**config.mk**
```make
export PLATFORM = sky130hd
export DESIGN_NAME = debug_enclave_read
export DESIGN_NICKNAME = d
export VERILOG_FILES = /design/src/hw/dbg_read_pkg.sv /design/src/hw/debug_enclave_read.sv /design/src/hw/check_order.sv
export VERILOG_INCLUDE_DIRS = /design/src /design/src/hw
export SDC_FILE = /design/constraint.sdc
export NUM_CORES = 1
export LEC_CHECK = 0
export BUFFER_PORTS_ARGS = -buffer_cell sky130_fd_sc_hd__buf_2
export CORE_AREA = 2 2 192 194
export DETAILED_ROUTE_END_ITERATION = 12
export DIE_AREA = 0 0 194 196
export PLACE_DENSITY = 0.51
export REMOVE_ABC_BUFFERS = 1
export SYNTH_ARGS = -nofsm -noshare
export SYNTH_HDL_FRONTEND = slang
export SYNTH_SLANG_ARGS = --single-unit
```
**constraint.sdc**
```tcl
create_clock -name clk_sys -period 5.3 [get_ports clk_sys]
set_clock_uncertainty 0.2 [all_clocks]
set_input_delay 1.06 -clock clk_sys [delete_from_list [all_inputs] [get_ports clk_sys]]
set_output_delay 1.06 -clock clk_sys [all_outputs]
set_load 0.02 [all_outputs]
```
**src/hw/dbg_read_defines.svh**
```systemverilog
// Constants for the debug enclave read checker: codes, fields, limits.
// Assumes inclusion by the design modules only.
//
// Operation
// Leaf code 04H starts the debug read
// Eight bytes in long mode, else four
// Address operand in, data result out
// Long mode needs long-mode-active and segment long
// Long mode: misaligned to eight faults
// Otherwise misaligned to four faults
// Address outside page cache: page fault
// Concurrent map modifier: protection fault
// Invalid map entry: page fault
// Control structure page type faults
// Pending or modified: error, zero flag
// Non-debug enclave faults
// Thread structure offset beyond limit faults
// Segment violation on operand faults
// Read/write/execute attributes are not checked
// Shared page access; conflict gives protection fault
// Version slot: all ones if nonzero
// Success clears error and flags
// Checks in fixed order, first reported
`ifndef DBG_READ_DEFINES_SVH
`define DBG_READ_DEFINES_SVH

`define LEAF_DEBUG_READ       8'h04
`define PT_REGULAR            3'h1
`define PT_THREAD             3'h2
`define PT_VERSION_ARRAY      3'h3
`define PT_CONTROL            3'h0
`define ERR_NOT_DEBUGGABLE    64'h0000_0000_0000_0007
`define ERR_NONE              64'h0
`define THREAD_LIMIT          12'h048
`define PAGE_OFFSET_MASK      64'h0000_0000_0000_0fff
`define SLOT_LOW_MASK         64'h0000_0000_0000_0007
`define FAULT_CODE_ZERO       16'h0000

`endif

```
**src/hw/dbg_read_pkg.sv**
```systemverilog
// Types shared by the debug enclave read checker.
// Assumes the defines header sits alongside.
package dbg_read_pkg;

  // Outcome of one read
  typedef enum logic [3:0] {
    RES_OK    = 4'b0001,
    RES_GP    = 4'b0010,
    RES_PF    = 4'b0100,
    RES_ERR   = 4'b1000
  } result_e;

  // Map entry as returned by the page cache map lookup
  typedef struct packed {
    logic       valid;
    logic [2:0] page_type;
    logic       pending;
    logic       modified;
    logic       debug_enclave;
  } map_entry_s;

  // Architectural flag outputs
  typedef struct packed {
    logic zf;
    logic cf;
    logic pf;
    logic af;
    logic of_flag;
    logic sf;
  } flags_s;

endpackage

```
**src/hw/debug_enclave_read.sv**
```systemverilog
// Leaf executor for the debug enclave read of the enclave system instruction.
// Assumes memory data, map entry and mode inputs valid while start is high.
`timescale 1ns/1ps
`include "dbg_read_defines.svh"

module debug_enclave_read
  import dbg_read_pkg::*;
(
  input  wire logic                     clk_sys,
  input  wire logic                     resetn,
  input  wire logic                     start,
  input  wire logic [63:0]              error_code_in,
  input  wire logic [63:0]              address_operand_register,
  input  wire logic [63:0]              data_result_in,
  input  wire logic                     long_mode_active,
  input  wire logic                     cs_long,
  input  wire logic                     seg_violation,
  input  wire logic                     in_cache,
  input  wire logic                     map_busy,
  input  wire logic                     page_conflict,
  input  wire dbg_read_pkg::map_entry_s entry,
  input  wire logic [63:0]              mem_data,
  output      logic                     done_ff,
  output      logic                     general_protection_fault_ff,
  output      logic                     page_fault_exception_ff,
  output      logic [63:0]              fault_addr_ff,
  output      logic [15:0]              fault_code_ff,
  output      logic [63:0]              data_result_register_ff,
  output      logic [63:0]              error_code_register_ff,
  output      logic                     shared_hold_ff,
  output      dbg_read_pkg::flags_s     flags_ff
);

  // --------------------------------------------------------------------
  // Decode and checks
  // --------------------------------------------------------------------
  logic    go;
  logic    long_mode_flag;
  result_e result;
  logic [63:0] slot_val;
  logic [63:0] nxt_data;

  assign go = start && (error_code_in[7:0] == `LEAF_DEBUG_READ);
  assign long_mode_flag = long_mode_active && cs_long;

  check_order u_check (
    .long_mode     (long_mode_flag),
    .addr          (address_operand_register),
    .seg_violation (seg_violation),
    .in_cache      (in_cache),
    .map_busy      (map_busy),
    .page_conflict (page_conflict),
    .entry         (entry),
    .result        (result)
  );

  // Version slots only reveal whether they are in use
  assign slot_val = mem_data & ~`SLOT_LOW_MASK;
  always_comb
  begin
    if (entry.page_type == `PT_VERSION_ARRAY)
      nxt_data = (slot_val != 64'h0) ? 64'hffff_ffff_ffff_ffff : 64'h0;
    else
      nxt_data = mem_data;
    // Width is fixed by mode; upper half of the result kept in short mode
    if (!long_mode_flag)
      nxt_data = {data_result_in[63:32], nxt_data[31:0]};
  end

  // --------------------------------------------------------------------
  // Completion pulse and fault reporting
  // --------------------------------------------------------------------
  always_ff @(posedge clk_sys)
  begin
    if (!resetn)
    begin
      done_ff                     <= 1'b0;
      general_protection_fault_ff <= 1'b0;
      page_fault_exception_ff     <= 1'b0;
      fault_addr_ff               <= 64'h0;
      fault_code_ff               <= 16'h0;
    end
    else
    begin
      done_ff                     <= go && (result == RES_OK || result == RES_ERR);
      general_protection_fault_ff <= go && (result == RES_GP);
      page_fault_exception_ff     <= go && (result == RES_PF);
      if (go && result == RES_PF)
        fault_addr_ff <= address_operand_register;
      if (go && result == RES_GP)
        fault_code_ff <= `FAULT_CODE_ZERO;
    end
  end

  // Shared hold on the target page during the cycle of the read
  always_ff @(posedge clk_sys)
  begin
    if (!resetn)
      shared_hold_ff <= 1'b0;
    else
      shared_hold_ff <= go && in_cache && !page_conflict;
  end

  // --------------------------------------------------------------------
  // Architectural registers and flags
  // --------------------------------------------------------------------
  always_ff @(posedge clk_sys)
  begin
    if (!resetn)
    begin
      data_result_register_ff <= 64'h0;
      error_code_register_ff  <= 64'h0;
      flags_ff                <= '0;
    end
    else if (go && result == RES_OK)
    begin
      data_result_register_ff <= nxt_data;
      error_code_register_ff  <= `ERR_NONE;
      flags_ff                <= '0;
    end
    else if (go && result == RES_ERR)
    begin
      error_code_register_ff  <= `ERR_NOT_DEBUGGABLE;
      flags_ff                <= '0;
      flags_ff.zf             <= 1'b1;
    end
  end

endmodule // debug_enclave_read

```
**src/hw/check_order.sv**
```systemverilog
// Priority checker: picks the first failing check of a debug read.
// Assumes all inputs steady for the cycle in which start is sampled.
`timescale 1ns/1ps
`include "dbg_read_defines.svh"

module check_order
  import dbg_read_pkg::*;
(
  input  wire logic                    long_mode,
  input  wire logic [63:0]             addr,
  input  wire logic                    seg_violation,
  input  wire logic                    in_cache,
  input  wire logic                    map_busy,
  input  wire logic                    page_conflict,
  input  wire dbg_read_pkg::map_entry_s entry,
  output      dbg_read_pkg::result_e   result
);

  logic misaligned;
  logic bad_type;
  logic thread_over;
  logic [11:0] page_off;

  // Alignment follows the width of the transfer
  assign misaligned = long_mode ? (addr[2:0] != 3'h0) : (addr[1:0] != 2'h0);
  assign bad_type = (entry.page_type != `PT_REGULAR) && (entry.page_type != `PT_THREAD)
                    && (entry.page_type != `PT_VERSION_ARRAY);
  assign page_off = addr[11:0];
  assign thread_over = (entry.page_type == `PT_THREAD) && (page_off >= `THREAD_LIMIT);

  // First failure wins; permission bits are deliberately never looked at
  always_comb
  begin
    if (seg_violation || misaligned)
      result = RES_GP;
    else if (!in_cache)
      result = RES_PF;
    else if (map_busy || page_conflict)
      result = RES_GP;
    else if (!entry.valid)
      result = RES_PF;
    else if (bad_type)
      result = RES_PF;
    else if (entry.pending || entry.modified)
      result = RES_ERR;
    else if (thread_over)
      result = RES_GP;
    else if ((entry.page_type != `PT_VERSION_ARRAY) && !entry.debug_enclave)
      result = RES_GP;
    else
      result = RES_OK;
  end

endmodule // check_order

```
# Word level (Yosys, flattened, before mapping)
# Cells that the tools add are included.
[word_totals]
regBits = 134
latchBits = 0
mem_bits_rw = 0
romBits = 0
in_bits = 272
output_inout_bits = 218
word_cells = 55
n_memories = 0
[classes]
addsub = 0
n_mul = 0
div = 0
order_cmp = 1
eq_ne = 10
shifts = 0
muxes = 12
bitwise_logic = 1
n_reduce_logical = 23
[op_table]
columns = ["cell", "n"]
rows = [
  ["2-to-1 mux 64 bit", 3],
  ["nonzero test 64 bit", 1],
  ["2-to-1 mux 4 bit", 7],
  ["logical AND 1 bit", 13],
  [">= comparator 12 x 7 -> 1 bit, second input constant", 1],
  ["== test 8 x 3 -> 1 bit, second input constant", 1],
  ["== test 3 x 2 -> 1 bit, second input constant", 2],
  ["inequality test 3 x 2 -> 1 bit, second input constant", 2],
  ["== test 4 x 1 -> 1 bit, second input constant", 1],
  ["== test 4 x 2 -> 1 bit, second input constant", 1],
  ["== test 4 x 3 -> 1 bit, second input constant", 1],
  ["== test 4 bit, second input constant", 1],
  ["logical OR 1 bit", 4],
  ["inequality test 3 x 1 -> 1 bit, second input constant", 1],
  ["nonzero test 3 bit", 1],
  ["logical NOT 1 bit", 2],
  ["2-to-1 mux 2 bit", 1],
  ["nonzero test 2 bit", 1],
  ["OR reduction 2 bit", 1],
  ["2-to-1 mux 1 bit", 1],
  ["NOT 1 bit", 1],
]

# Longest topological paths before layout
# Gate-level depths: netlist of run 1.
[depth]
depth_word = 13
ltp_mapped = 7
mapped_depth_nobuf = 5

# Modules after synthesis
# A second synthesis of run 1 with hierarchy kept.
[unflattened]
cells_unflattened = 789
area_unflattened_um2 = 6241.0
[modules_own_cells]
columns = ["mod", "n_inst", "cells_each", "area_per_inst_um2", "seq_area_each_um2"]
rows = [
  ["debug_enclave_read", 1, 768, 6094.6, 2662.6],
  ["check_order", 1, 21, 146.4, 0.0],
]

# Least setup slack after synthesis of run 1
# Ideal clock, no wire load.
[synth_timing]
path_type = "input-to-reg"
from = "input error_code_in[1]"
to = "register fault_addr_ff[10]"
setup_ns = 0.128
t_arrival_ns = 2.750
required_ns = 4.972
setup_slack_ns = 2.223
path_stages = 7
path_buffers = 2
cell_sequence = "or3_4 or4_4 a211oi_2 buf_6 buf_12 mux2i_1 nor2_1"
[synth_between]
elab_chain_cells = 3
[synth_rtl]
columns = ["element", "line", "rtl"]
rows = [
  ["start: declaration", "debug_enclave_read.sv:12", "input wire logic [63:0] error_code_in,"],
  ["== test 8 x 3 -> 1 bit (no source line)", "n/a", ""],
  ["logical AND 1 bit", "debug_enclave_read.sv:43", "assign go = start && (error_code_in[7:0] == `LEAF_DEBUG_READ);"],
  ["logical AND 1 bit", "debug_enclave_read.sv:88", "if (go && result == RES_PF)"],
  ["end signal: assignment", "debug_enclave_read.sv:89", "fault_addr_ff <= address_operand_register;"],
  ["end: declaration", "debug_enclave_read.sv:26", "output logic [63:0] fault_addr_ff,"],
]
# No other way between the ends.
# A chain may end at the register's enable or synchronous reset.

# Final worst setup path of run 1
[layout_timing]
from = "input address_operand_register[3]"
to = "register data_result_register_ff[36]"
[layout_between]
elab_chain_cells = 11
[layout_rtl]
columns = ["element", "line", "rtl"]
rows = [
  ["start: declaration", "debug_enclave_read.sv:13", "input wire logic [63:0] address_operand_register,"],
  [">= comparator 12 x 7 -> 1 bit (no source line)", "n/a", ""],
  ["logical AND 1 bit", "check_order.sv:29", "assign thread_over = (entry.page_type == `PT_THREAD) && (page_off >= `THREAD_LIMIT);"],
  ["2-to-1 mux 4 bit", "check_order.sv:46", "else if (thread_over)"],
  ["2-to-1 mux 4 bit", "check_order.sv:44", "else if (entry.pending || entry.modified)"],
  ["2-to-1 mux 4 bit", "check_order.sv:42", "else if (bad_type)"],
  ["2-to-1 mux 4 bit", "check_order.sv:40", "else if (!entry.valid)"],
  ["2-to-1 mux 4 bit", "check_order.sv:38", "else if (map_busy || page_conflict)"],
  ["2-to-1 mux 4 bit", "check_order.sv:36", "else if (!in_cache)"],
  ["2-to-1 mux 4 bit", "check_order.sv:34", "if (seg_violation || misaligned)"],
  ["== test 4 x 1 -> 1 bit", "debug_enclave_read.sv:115", "else if (go && result == RES_OK)"],
  ["logical AND 1 bit", "debug_enclave_read.sv:115", ""],
  ["end signal: assignment", "debug_enclave_read.sv:117", "data_result_register_ff <= nxt_data;"],
  ["end: declaration", "debug_enclave_read.sv:28", "output logic [63:0] data_result_register_ff,"],
]
# No other way between the ends.

==> results.md, run 1 <==
- Status: complete, no violations
- Number of max-cap violations: 0
- Layout area overhead: 35.1%
- Post-CTS sizing: 0
- Htree depth: 4
- CTS tree: yes
- Critical-path maximum fanout: 41
- IO Count: 490
- Worst skew pair latency: ~0.43 ns
- FF-to-FF End: fault_addr_ff[24]$_SDFFE_PN0P_
- Root buffer cell: clkbuf_16
- Synth Instances: just under 700
- Pwr/cell area: 278 mW/mm^2
- Wire length of the first global-routing pass: around 31000 um
- Cts bufs inserted: 17
- Tot GR Track Use: a little over a tenth
- Slew margin rel.: approximately two fifths
- Vias: roughly 5700
- Die area: approximately 0.038 mm^2
- DRC viols: 0
- VDD IR max: approximately 0.22 mV
- First-pass DRT Iterations: 4
- Pleak: between 3 and 4 nW
- Initial antenna violation count: 3
- Crit end category: flop
- Number of synthesis warnings: 0
- Worst Hold End: data_result_register_ff[35]$_SDFFE_PN0P_
- Hold Path Stages: 1
- Seq cells post-synth: approximately 130
- Seq/Total Area, Yosys: between 40% and 50%
- Buffers & Inverters on Critical Path: 2
- Hold_buf cts: 0
- Library cells used by synthesis: 38
- Syn_area_per_cell: 9.23 um^2
- RePlAce Congestion: 0.729
- Worst path max stage delay: roughly 0.75 ns
- Final worst path period share: between 60% and 70%
- CTS max path bufs: 2
- Reg2Reg Setup Slack: about 4.5 ns
- GRT overflow: 0
- Kind of cell adding the most delay to the critical path: compound AO/OA/AOI/OAI gates
- Post-DP HPWL: around 15000 um
- Tmin final: approximately 3.7 ns
- Critical-path cell list: buf_2 > o31ai_1 > nand4b_1 > a2111oi_1 > and3_2 > buf_12 > a32o_1
- Wire per inst: between 10 and 15 um
- Crit start category: input port
- Vias in the first global route: 5445
- Die Height: 196 um
- Commonest non-fill, non-tap cell in the layout: buf_2
- Synth Cell Area: between 0.006 and 0.007 mm^2
- Final nets: ~1200
- IO Port Bufs: about 320
- ANT nets after route: 0
- Clock-pin transition on the worst setup and hold timing paths: approximately 0.060 ns
- Largest net degree at the start of global routing: 84
- Post-DR vias/cell: just under 4
- CP max-delay cell: a2111oi_1
- Initial drt markers: approximately 190
- Die Wd: a little under 200 um
- Initial Utilization: 17.4%
- Hold/Removal Path Class: reg2reg
- Post-synth EDFFs: 0
- Post-CTS setup buffers: 0
- Final setup viols: 0
- R2r worst-path depth: 2
- Min Hold Slack: between 0.2 and 0.3 ns
- Slew Limit Fails: 0
- Row count: 70
- WP data required: approximately 5.5 ns
- Core area: 0.0361 mm^2
- Pwr Total: 0.00236 W
- Final Hold Viols: 0
- Worst-margin pin slew: 0.921 ns
- Hold_sp: data_result_register_ff[35]$_SDFFE_PN0P_
- Worst reg2reg path startpoint: fault_addr_ff[24]$_SDFFE_PN0P_
- Fraction of layout cells with a size suffix above 1: a little under two fifths
- Synth async-reset ratio: 0%
- Critical path type: in2reg
- # clock sinks: ~130
- Predominant post-synthesis flop cell: dfxtp_1
- WP data arrival: approximately 3.8 ns
- FMAX: 0.272 GHz
- Routed WL: 20900 um
- Unrepaired setup endpoints after global routing: no
- Leading cell types in the layout, fill and taps excluded: buf_2, dfxtp_1, conb_1, nor2_1, o21ai_1
[state kept, by name, indices dropped and copies added, names as in the netlist]
signal,cells
data_result_register_ff,64
fault_addr_ff,64
done_ff,1
error_code_register_ff,1
general_protection_fault_ff,1
page_fault_exception_ff,1
shared_hold_ff,1
[cells by family (layout without fill, tap and decap cells)]
group	after synthesis	count (layout)	synth area share [%]
buf+inv	139	360	15.2
compound gates	169	169	18.3
other cells	1	83	0.0598
mux	62	62	9.89
simple gates	176	176	14.1
flops	133	133	42.4
[worst register-to-register path: stages, from the launching register on]
cell and delay (ns):
dfxtp_1 0.33, mux2i_1 0.14, nor2_1 0.05
[report_power, final]
| part | internal (W) | total, W | leakage, nW | switching, W |
|---|---|---|---|---|
| sequential | 0.00100 | 0.00100 | 1.07 | 0.0000000260 |
| clock | 0.000653 | 0.00114 | 0.257 | 0.000486 |
| combinational | 0.0000780 | 0.000222 | 2.58 | 0.000144 |
[synthesized netlist by cell type (all sizes together) (2+ instances only)]
cell	number	share of area, %
nor3b	2	0.24
o21ai	65	5.2
a22o	32	4.5
a32o	32	5.1
nand4	4	0.40
nor2	66	3.9
dfxtp	133	42
and3	3	0.30
mux2i	62	9.9
buf	103	13
nand2	36	2.2
nor3	2	0.16
clkbuf	35	2.1
nor4	18	2.1
or2	2	0.20
a21oi	35	2.8
nand2b	36	3.6
[cell type report]
class / instances / area, um^2
Antenna cell: 1 / 2.50
Clock buffer: 19 / 443
Clock inverter: 12 / 109
Fill cell: 3990 / 27600
Inverter: 1 / 3.75
Multi-Input combinational cell: 489 / 2980
Sequential cell: 133 / 2660
Tap cell: 468 / 586
Timing Repair Buffer: 328 / 1690
[layer usage]
metal / vias to the layer above / GRT usage [%] / part of all wire, %
met2: 255 / 17.7 / 47
met1: 2617 / 12.3 / 41
met4: 2 / 3.48 / 1.4
met3: 21 / 5.11 / 10
li1: 2824 / - / -
met5: - / 0 / 0.062
[per-stage QoR]
step                util, %  cell area, um^2  std cells  TNS, ns  setup slack [ns]
detailed placement     22.0             7920       1419        0              1.13
floorplan                 -             5630        623  -158.77             -1.48
global placement       22.0             7920       1419        0              1.16
finish                 23.5             8480       1451        0              1.62
global route           23.5             8480       1450        0              1.42
CTS                    23.5             8480       1450        0              1.58
[worst max-delay path by stage]
stage                                               endpoint                        start  slack, ns  cells past startpoint
finish              data_result_register_ff[36]$_SDFFE_PN0P_  address_operand_register[3]       1.62                      7
detailed placement  data_result_register_ff[49]$_SDFFE_PN0P_  address_operand_register[3]       1.13                      7
global route        data_result_register_ff[46]$_SDFFE_PN0P_  address_operand_register[3]       1.42                      7
global placement    data_result_register_ff[63]$_SDFFE_PN0P_  address_operand_register[3]       1.16                      7
CTS                 data_result_register_ff[36]$_SDFFE_PN0P_  address_operand_register[3]       1.58                      7
floorplan            data_result_register_ff[0]$_SDFFE_PN0P_                     entry[3]      -1.48                      5
(Power assumes the default switching activity.)
==> run 2, diff against run 1 <==
Settings changed: ABC_AREA set to 1, PLACE_DENSITY 0.51 to 0.53.
Clock period 5.3 ns to 3 ns, I/O delays scaled along.
==> run 2 against run 1 <==
Net effect:
- flip-flop and latch count did not move
- register-to-register slack got worse by 2.3 ns
- wire length rose by 8.4%
- die area did not move
- non-clock buffer count rose by 2
- largest cell class unchanged
- cell count rose by 21%
- hold slack got worse by 0.12 ns
- synthesized cell count rose by 43%
- via count rose by 18%
==> results.md, run 2 <==
- DRC viols: 0 (unchanged)
- Commonest non-fill, non-tap cell in the layout: buf_2
- Initial antenna violation count: 1 (-2)
- Root buffer cell: clkbuf_16
- Worst skew pair latency: 0.43 ns (about the same)
- Seq cells post-synth: 133 (unchanged)
- RePlAce Congestion: 0.863 (+18%)
- Met1 Wirelength: 9420 um (+9.6%)
- VDD IR max: 0.391 mV (+78%)
- Tmin final: roughly 2.1 ns
- Pleak: 4.86 nW (+24%)
- Utilization after layout: 24.6% (+1.1 points)
- Number of synthesis warnings: 0 (unchanged)
- CP max-delay cell: nor2_8
- Diode count: 0 (-1)
- Number of max-cap violations: 0 (unchanged)
- Internal power: 0.00345 W (+99%)
- Die Wd: 194 um (unchanged)
- First-pass DRT Iterations: 5 (+1)
- Met3 WL: 2150 um (+2.8%)
- IO Port Bufs: 319 (unchanged)
- ANT nets after route: 0 (unchanged)
- Pwr Total: 0.00462 W (+96%)
- Tot GR Track Use: 11.6% (+0.82 points)
- Largest area contributor in the netlist: dfxtp_1
- Hold_buf cts: 0 (unchanged)
- Predominant post-synthesis flop cell: dfxtp_1
- WP data arrival: 2.24 ns (-1.60 ns)
- Hold/Removal Path Class: in2reg
- Synth async-reset ratio: 0% (unchanged)
- Post-DR vias/cell: 3.84 (-2.5%)
- Switch Pwr: 0.00117 W (+86%)
- Pwr/cell area: 521 mW/mm^2 (+87%)
- Critical path type: in2reg
- Post-CTS sizing: 0 (unchanged)
- Buffers & Inverters on Critical Path: 2 (unchanged)
- Status: complete, no violations
- Largest cells by area after synthesis: dfxtp_1, nand2_1, nor2_1, buf_4, o21ai_0
- Post-route cell area: 0.00887 mm^2 (+4.6%)
- Vias: 6728 (+18%)
- Top post-synthesis cells by count: nand2_1, nor2_1, dfxtp_1
- Worst path max stage delay: 0.37 ns (-0.38 ns)
- Crit end category: flop
- Worst-margin pin slew: 0.635 ns (-0.286 ns)
- Critical-path cell list: buf_2 > nand2_2 > nor2_1 > nor2_1 > nand2_1 > nor2_2 > nand3_2 > nor2_8 > buf_12 > nand3_1 > nand2_1
- Reg2Reg Setup Slack: 2.18 ns (-2.27 ns)
- Layout area overhead: 37.6%
- Hold_sp: page_conflict
- FMAX: ~0.48 GHz
- Fraction of layout cells with a size suffix above 1: 29.2% (-8.3 points)
- Proportion of netlist area held by the largest area contributor: 41.3% (-1.1 points)
- CTS tree: yes
- Clock Power Share: 52.4% (+4.2 points)
- Routed WL: 22700 um (+8.4%)
- Die area: 0.0380 mm^2 (unchanged)
- WL met2: 10700 um (+8.1%)
- CTS max path bufs: 2 (unchanged)
- Critical-path maximum fanout: 24 (-41%)
- DP Area: 0.00819 mm^2 (+3.4%)
- Kind of cell adding the most delay to the critical path: simple AND/OR/NAND/NOR gates
- Min Hold Slack: 0.149 ns (-0.115 ns)
- Library cells used by synthesis: 23 (-39%)
- Crit start category: input port
- Hold Path Stages: 2 (+1)
- Top Registers: data_result_register_ff (64), fault_addr_ff (64)
- Largest net degree at the start of global routing: 66 (-21%)
- IO Count: 490 (unchanged)
- Wire per inst: 13.0 um (-10%)
- Wire length of the first global-routing pass: 34200 um (+8.8%)
- Synth Instances: 975 (+43%)
- Top layer in use: met4
- Combinational power share: 9.4% (about the same)
- Switching portion of total power: 25.4% (-1.3 points)
- Post-synth EDFFs: 0 (unchanged)
- Final Hold Viols: 0 (unchanged)
- Final setup viols: 0 (unchanged)
- Most common cell in the netlist: nand2_1
- Initial drt markers: 189 (-2.6%)
- FF-to-FF End: error_code_register_ff[0]$_SDFFE_PP0P_
- Unrepaired setup endpoints after global routing: no
- Final nets: 1541 (+24%)
- Fill cells: 4110 (+3.0%)
- Synth Cell Area: 0.00644 mm^2 (+2.7%)
- Seq/Total Area, Yosys: 41.3% (-1.1 points)
- Post-CTS setup buffers: 0 (unchanged)
- WP data required: 3.18 ns (-2.29 ns)
- Sequential Power Share: 38.2% (-4.2 points)
- Vias in the first global route: 6167 (+13%)
- Core area: 0.0361 mm^2 (unchanged)
- # clock sinks: 133 (unchanged)
- Clock-pin transition on the worst setup and hold timing paths: 0.07 ns (about the same)
- Row count: 70 (unchanged)
- Worst reg2reg path startpoint: error_code_register_ff[0]$_SDFFE_PP0P_
- Post-DP HPWL: 17000 um (+11%)
- GRT overflow: 0 (unchanged)
- Worst Hold End: shared_hold_ff$_SDFF_PN0_
- Cts bufs inserted: 17 (unchanged)
- Slew margin rel.: 57.7% (+19 points)
- R2r worst-path depth: 2 (unchanged)
- Htree depth: 4 (unchanged)
- Initial Utilization: 17.9% (+0.46 points)
- Die Height: 196 um (unchanged)
- Syn_area_per_cell: 6.61 um^2 (-28%)
- Leading cell types in the layout, fill and taps excluded: buf_2, nand2_1, nor2_1, dfxtp_1, conb_1
- Final worst path period share: 68.8%
- Slew Limit Fails: 0 (unchanged)
==> run 2: changes by cell type after synthesis, moves of 16 or more <==
cell,delta
o21ai_0,+55
nor4_1,-16
mux2i_1,-62
nand3_1,+37
a22o_1,-32
nor2_1,+110
nand2_1,+283
a32o_1,-32
inv_1,+51
nand2b_1,-36
o21ai_1,-53
==> run 2: through the flow <==
| stage | TNS, ns | setup slack, ns | instances |
|---|---|---|---|
| 6_report | 0 | 0.937 | 1750 |
| 5_1_grt | 0 | 0.798 | 1750 |
| 4_1_cts | 0 | 0.928 | 1750 |
| 3_5_place_dp | 0 | 0.458 | 1718 |
| 3_3_place_gp | 0 | 0.447 | 1718 |
| 2_1_floorplan | -80.79 | -1.17 | 920 |
==> run 2: worst max-delay path by stage <==
stage	from	to	slack, ns	cells after the start
finish	long_mode_active	data_result_register_ff[32]$_SDFFE_PN0P_	0.94	11
global route	long_mode_active	data_result_register_ff[46]$_SDFFE_PN0P_	0.80	11
CTS	address_operand_register[2]	data_result_register_ff[32]$_SDFFE_PN0P_	0.93	11
detailed placement	long_mode_active	data_result_register_ff[32]$_SDFFE_PN0P_	0.46	11
global placement	address_operand_register[2]	data_result_register_ff[32]$_SDFFE_PN0P_	0.45	11
floorplan	long_mode_active	fault_addr_ff[10]$_SDFFE_PN0P_	-1.17	7
==> run 2: power by group through the flow <==
stage                     clock, W  combinational [W]  sequential (W)
after floorplan                  0           0.000231         0.00181
after global placement           0           0.000435         0.00181
after detailed placement         0           0.000437         0.00181
after CTS                  0.00252           0.000439         0.00177
after global routing       0.00257           0.000484         0.00176
final                      0.00242           0.000436         0.00177
==> run 2: final cells by class <==
| type | instances | area [um^2] | share of cell area [%] |
|---|---|---|---|
| inverter | 57 | 214 | 2.41 |
| clock inverter | 13 | 219 | 2.47 |
| sequential | 133 | 2660 | 30.0 |
| multi-input combinational | 730 | 2980 | 33.6 |
| timing repair buffer | 330 | 1750 | 19.8 |
| clock buffer | 19 | 453 | 5.11 |
| tap | 468 | 586 | 6.60 |
==> run 2: cell families (layout without fill, tap and decap cells) <==
logic type,after synthesis,count (layout),share of synthesized area (%)
flip-flops,133,133,41.3
AND/OR/NAND/NOR,546,546,33.4
AO/OA/AOI/OAI,102,102,7.93
other,1,82,0.0582
buffers and inverters,193,419,17.3
==> run 2: routing by layer <==
layer	GRT usage, %	vias to the layer above
li1	-	3416
met1	13.2	2983
met2	19.5	308
met3	4.95	21
met4	3.65	0
met5	0	-
==> run 3, diff against run 2 <==
Settings changed: ABC_AREA 1 to 0, PLACE_DENSITY 0.53 to 0.52.
Clock period 3 ns to 1.8 ns, I/O delays scaled along.
==> run 3 against run 2 <==
Net effect:
- the flow now finishes with violations (setup timing)
- global-route usage up 0.60 points
- cell count down 8.3%
- utilization is 4.8 points higher
- hold slack got worse by 0.11 ns
- largest cell class is now non-clock buffers
- clock power up 56%
- sequential share of layout area is 4.9 points lower
- first-iteration DRC count unchanged
- flip-flop and latch count unchanged
- register-to-register slack got worse by 1.3 ns
- clock-buffer cell count decreased by 1
- wire length up 9.7%
- design area rose by 20%
==> results.md, run 3 (synthesis gave the netlist of run 1 again) <==
- Status: finished with violations
- Failing checks: setup timing
- Tot GR Track Use: 12.2% (+0.60 points)
- Clock-pin transition on the worst setup and hold timing paths: 0.06 ns (about the same)
- Slew Limit Fails: 0 (unchanged)
- # clock sinks: 133 (unchanged)
- Final nets: 1396 (-9.4%)
- Final worst path period share: 117%
- Unrepaired setup endpoints after global routing: yes
- Pleak: 4.85 nW (about the same)
- IO Port Bufs: 319 (unchanged)
- CTS max path bufs: 2 (unchanged)
- Pwr/cell area: 722 mW/mm^2 (+39%)
- Worst skew pair latency: 0.43 ns (about the same)
- WP data required: 1.91 ns (-1.27 ns)
- VDD IR max: 0.712 mV (+82%)
- DRC viols: 0 (unchanged)
- Layout area overhead: 69.0%
- Placed Cells: 1499 (-13%)
- CTS tree: yes
- Wire per inst: 15.5 um (+20%)
- Leading cell types in the layout, fill and taps excluded: buf_2, dfxtp_1, conb_1, nor2_1, buf_4
- Initial antenna violation count: 0 (-1)
- Hold/Removal Path Class: in2reg
- Fraction of layout cells with a size suffix above 1: 45.5% (+16 points)
- Cts bufs inserted: 17 (unchanged)
- IO Count: 490 (unchanged)
- Core area: 0.0361 mm^2 (unchanged)
- GRT overflow: 0 (unchanged)
- Internal power: 0.00560 W (+62%)
- Post-route cell area: 0.0106 mm^2 (+20%)
- Min Hold Slack: 0.0348 ns (-0.114 ns)
- Diode count: 0 (unchanged)
- Switch Pwr: 0.00206 W (+75%)
- Crit end category: flop
- Post-DR vias/cell: 3.99 (+3.7%)
- Switching portion of total power: 26.9% (+1.5 points)
- Wire length of the first global-routing pass: 35500 um (+3.8%)
- ANT nets after route: 0 (unchanged)
- Row count: 70 (unchanged)
- RePlAce Congestion: 0.830 (-3.8%)
- Pwr Total: 0.00766 W (+66%)
- Vias in the first global route: 6269 (+1.7%)
- WP data arrival: 2.21 ns (-0.03 ns)
- FMAX: 0.476 GHz
- Commonest non-fill, non-tap cell in the layout: buf_2
- Final Hold Viols: 0 (unchanged)
- DP Area: 0.00865 mm^2 (+5.6%)
- Htree depth: 4 (unchanged)
- Post-layout worst setup margin: -0.301 ns (-1.24 ns)
- Tmin final: approximately 2.1 ns
- Number of max-cap violations: 0 (unchanged)
- Initial drt markers: 189 (unchanged)
- Sequential Power Share: 38.4% (+0.2 points)
- Final setup viols: 128 (+128)
- Worst-margin pin slew: 0.516 ns (-0.119 ns)
- Die Height: 196 um (unchanged)
- Clock Power Share: 49.2% (-3.2 points)
- First-pass DRT Iterations: 4 (-1)
- Routed WL: 24900 um (+9.7%)
- Top Registers: data_result_register_ff (64), fault_addr_ff (64)
- Reg2Reg Setup Slack: 0.90 ns (-1.28 ns)
- Post-DP HPWL: 17000 um (about the same)
- Layout Cells excl Fill: 1605 (-8.3%)
- Critical-path maximum fanout: 8 (-67%)
- Slew margin rel.: 65.6% (+7.9 points)
- Critical path type: in2reg
- Vias: 6397 (-4.9%)
- Crit start category: input port
- Die Wd: 194 um (unchanged)
- Initial Utilization: 17.4% (-0.46 points)
- Root buffer cell: clkbuf_16
- TNS Setup: -25.14 ns (-25.14 ns)
- Combinational power share: 12.4% (+3.0 points)
- Die area: 0.0380 mm^2 (unchanged)
- Largest net degree at the start of global routing: 91 (+38%)
run 3: cell count changes in the layout (fill, tap and decap cells not counted), moves of 36 or more:
cell,delta
nand2b_1,+36
nand2_1,-282
dlygate4sd3_1,+56
o21ai_0,-55
inv_1,-52
nand3_1,-36
buf_4,+61
mux2i_1,+58
nor2_1,-110
run 3: worst paths after layout:
| kind | start | cells past startpoint | end |
|---|---|---|---|
| min | address_operand_register[6] | 3 | fault_addr_ff[6]$_SDFFE_PN0P_ |
| max reg2reg | fault_addr_ff[19]$_SDFFE_PN0P_ | 2 | fault_addr_ff[19]$_SDFFE_PN0P_ |
| max | error_code_in[1] | 9 | fault_addr_ff[19]$_SDFFE_PN0P_ |
| min reg2reg | data_result_register_ff[39]$_SDFFE_PN0P_ | 1 | data_result_register_ff[39]$_SDFFE_PN0P_ |
run 3: repair_timing:
item,4_1_cts,5_1_grt
cloned,6,7
endpoints found under the setup margin,128,129
pin swaps,13,50
gates resized for setup,76,31
hold buffers,56,0
buffers inserted,7,4
hold endpoints to repair,57,0
run 3: power groups by stage:
stage                     combinational, W  clock [W]  sequential, W
final                             0.000949    0.00377        0.00294
after global routing               0.00103    0.00403        0.00294
after detailed placement          0.000767          0        0.00301
after global placement            0.000763          0        0.00301
after CTS                         0.000917    0.00391        0.00294
after floorplan                   0.000352          0        0.00301
run 3: cell type report:
| class | instances | area (um^2) |
|---|---|---|
| Clock buffer | 18 | 429 |
| Clock inverter | 14 | 190 |
| Fill cell | 3773 | 25500 |
| Inverter | 1 | 3.75 |
| Multi-Input combinational cell | 489 | 3280 |
| Sequential cell | 133 | 2660 |
| Tap cell | 468 | 586 |
| Timing Repair Buffer | 482 | 3450 |
run 3: per-layer routing:
layer | part of all wire (%) | GRT usage [%] | vias to the layer above
li1 | - | - | 3146
met1 | 41 | 13.6 | 2975
met2 | 50 | 21.3 | 260
met3 | 7.9 | 4.87 | 16
met4 | 1.1 | 3.42 | 0
met5 | 0 | 0 | -
run 3: per-stage QoR:
| stage | setup WS, ns | util (%) |
|---|---|---|
| after detailed placement | -1.07 | 24.0 |
| final | -0.301 | 29.4 |
| after global placement | -1.09 | 24.0 |
| after CTS | -0.287 | 28.8 |
| after floorplan | -4.28 | - |
| after global routing | -0.349 | 29.4 |
run 3: critical path, stage by stage:
cell	delay [ns]
buf_6	0.09
or3_4	0.37
or4_4	0.43
a211oi_4	0.19
buf_4	0.16
buf_12	0.15
buf_12	0.15
mux2i_2	0.22
nor2_1	0.07
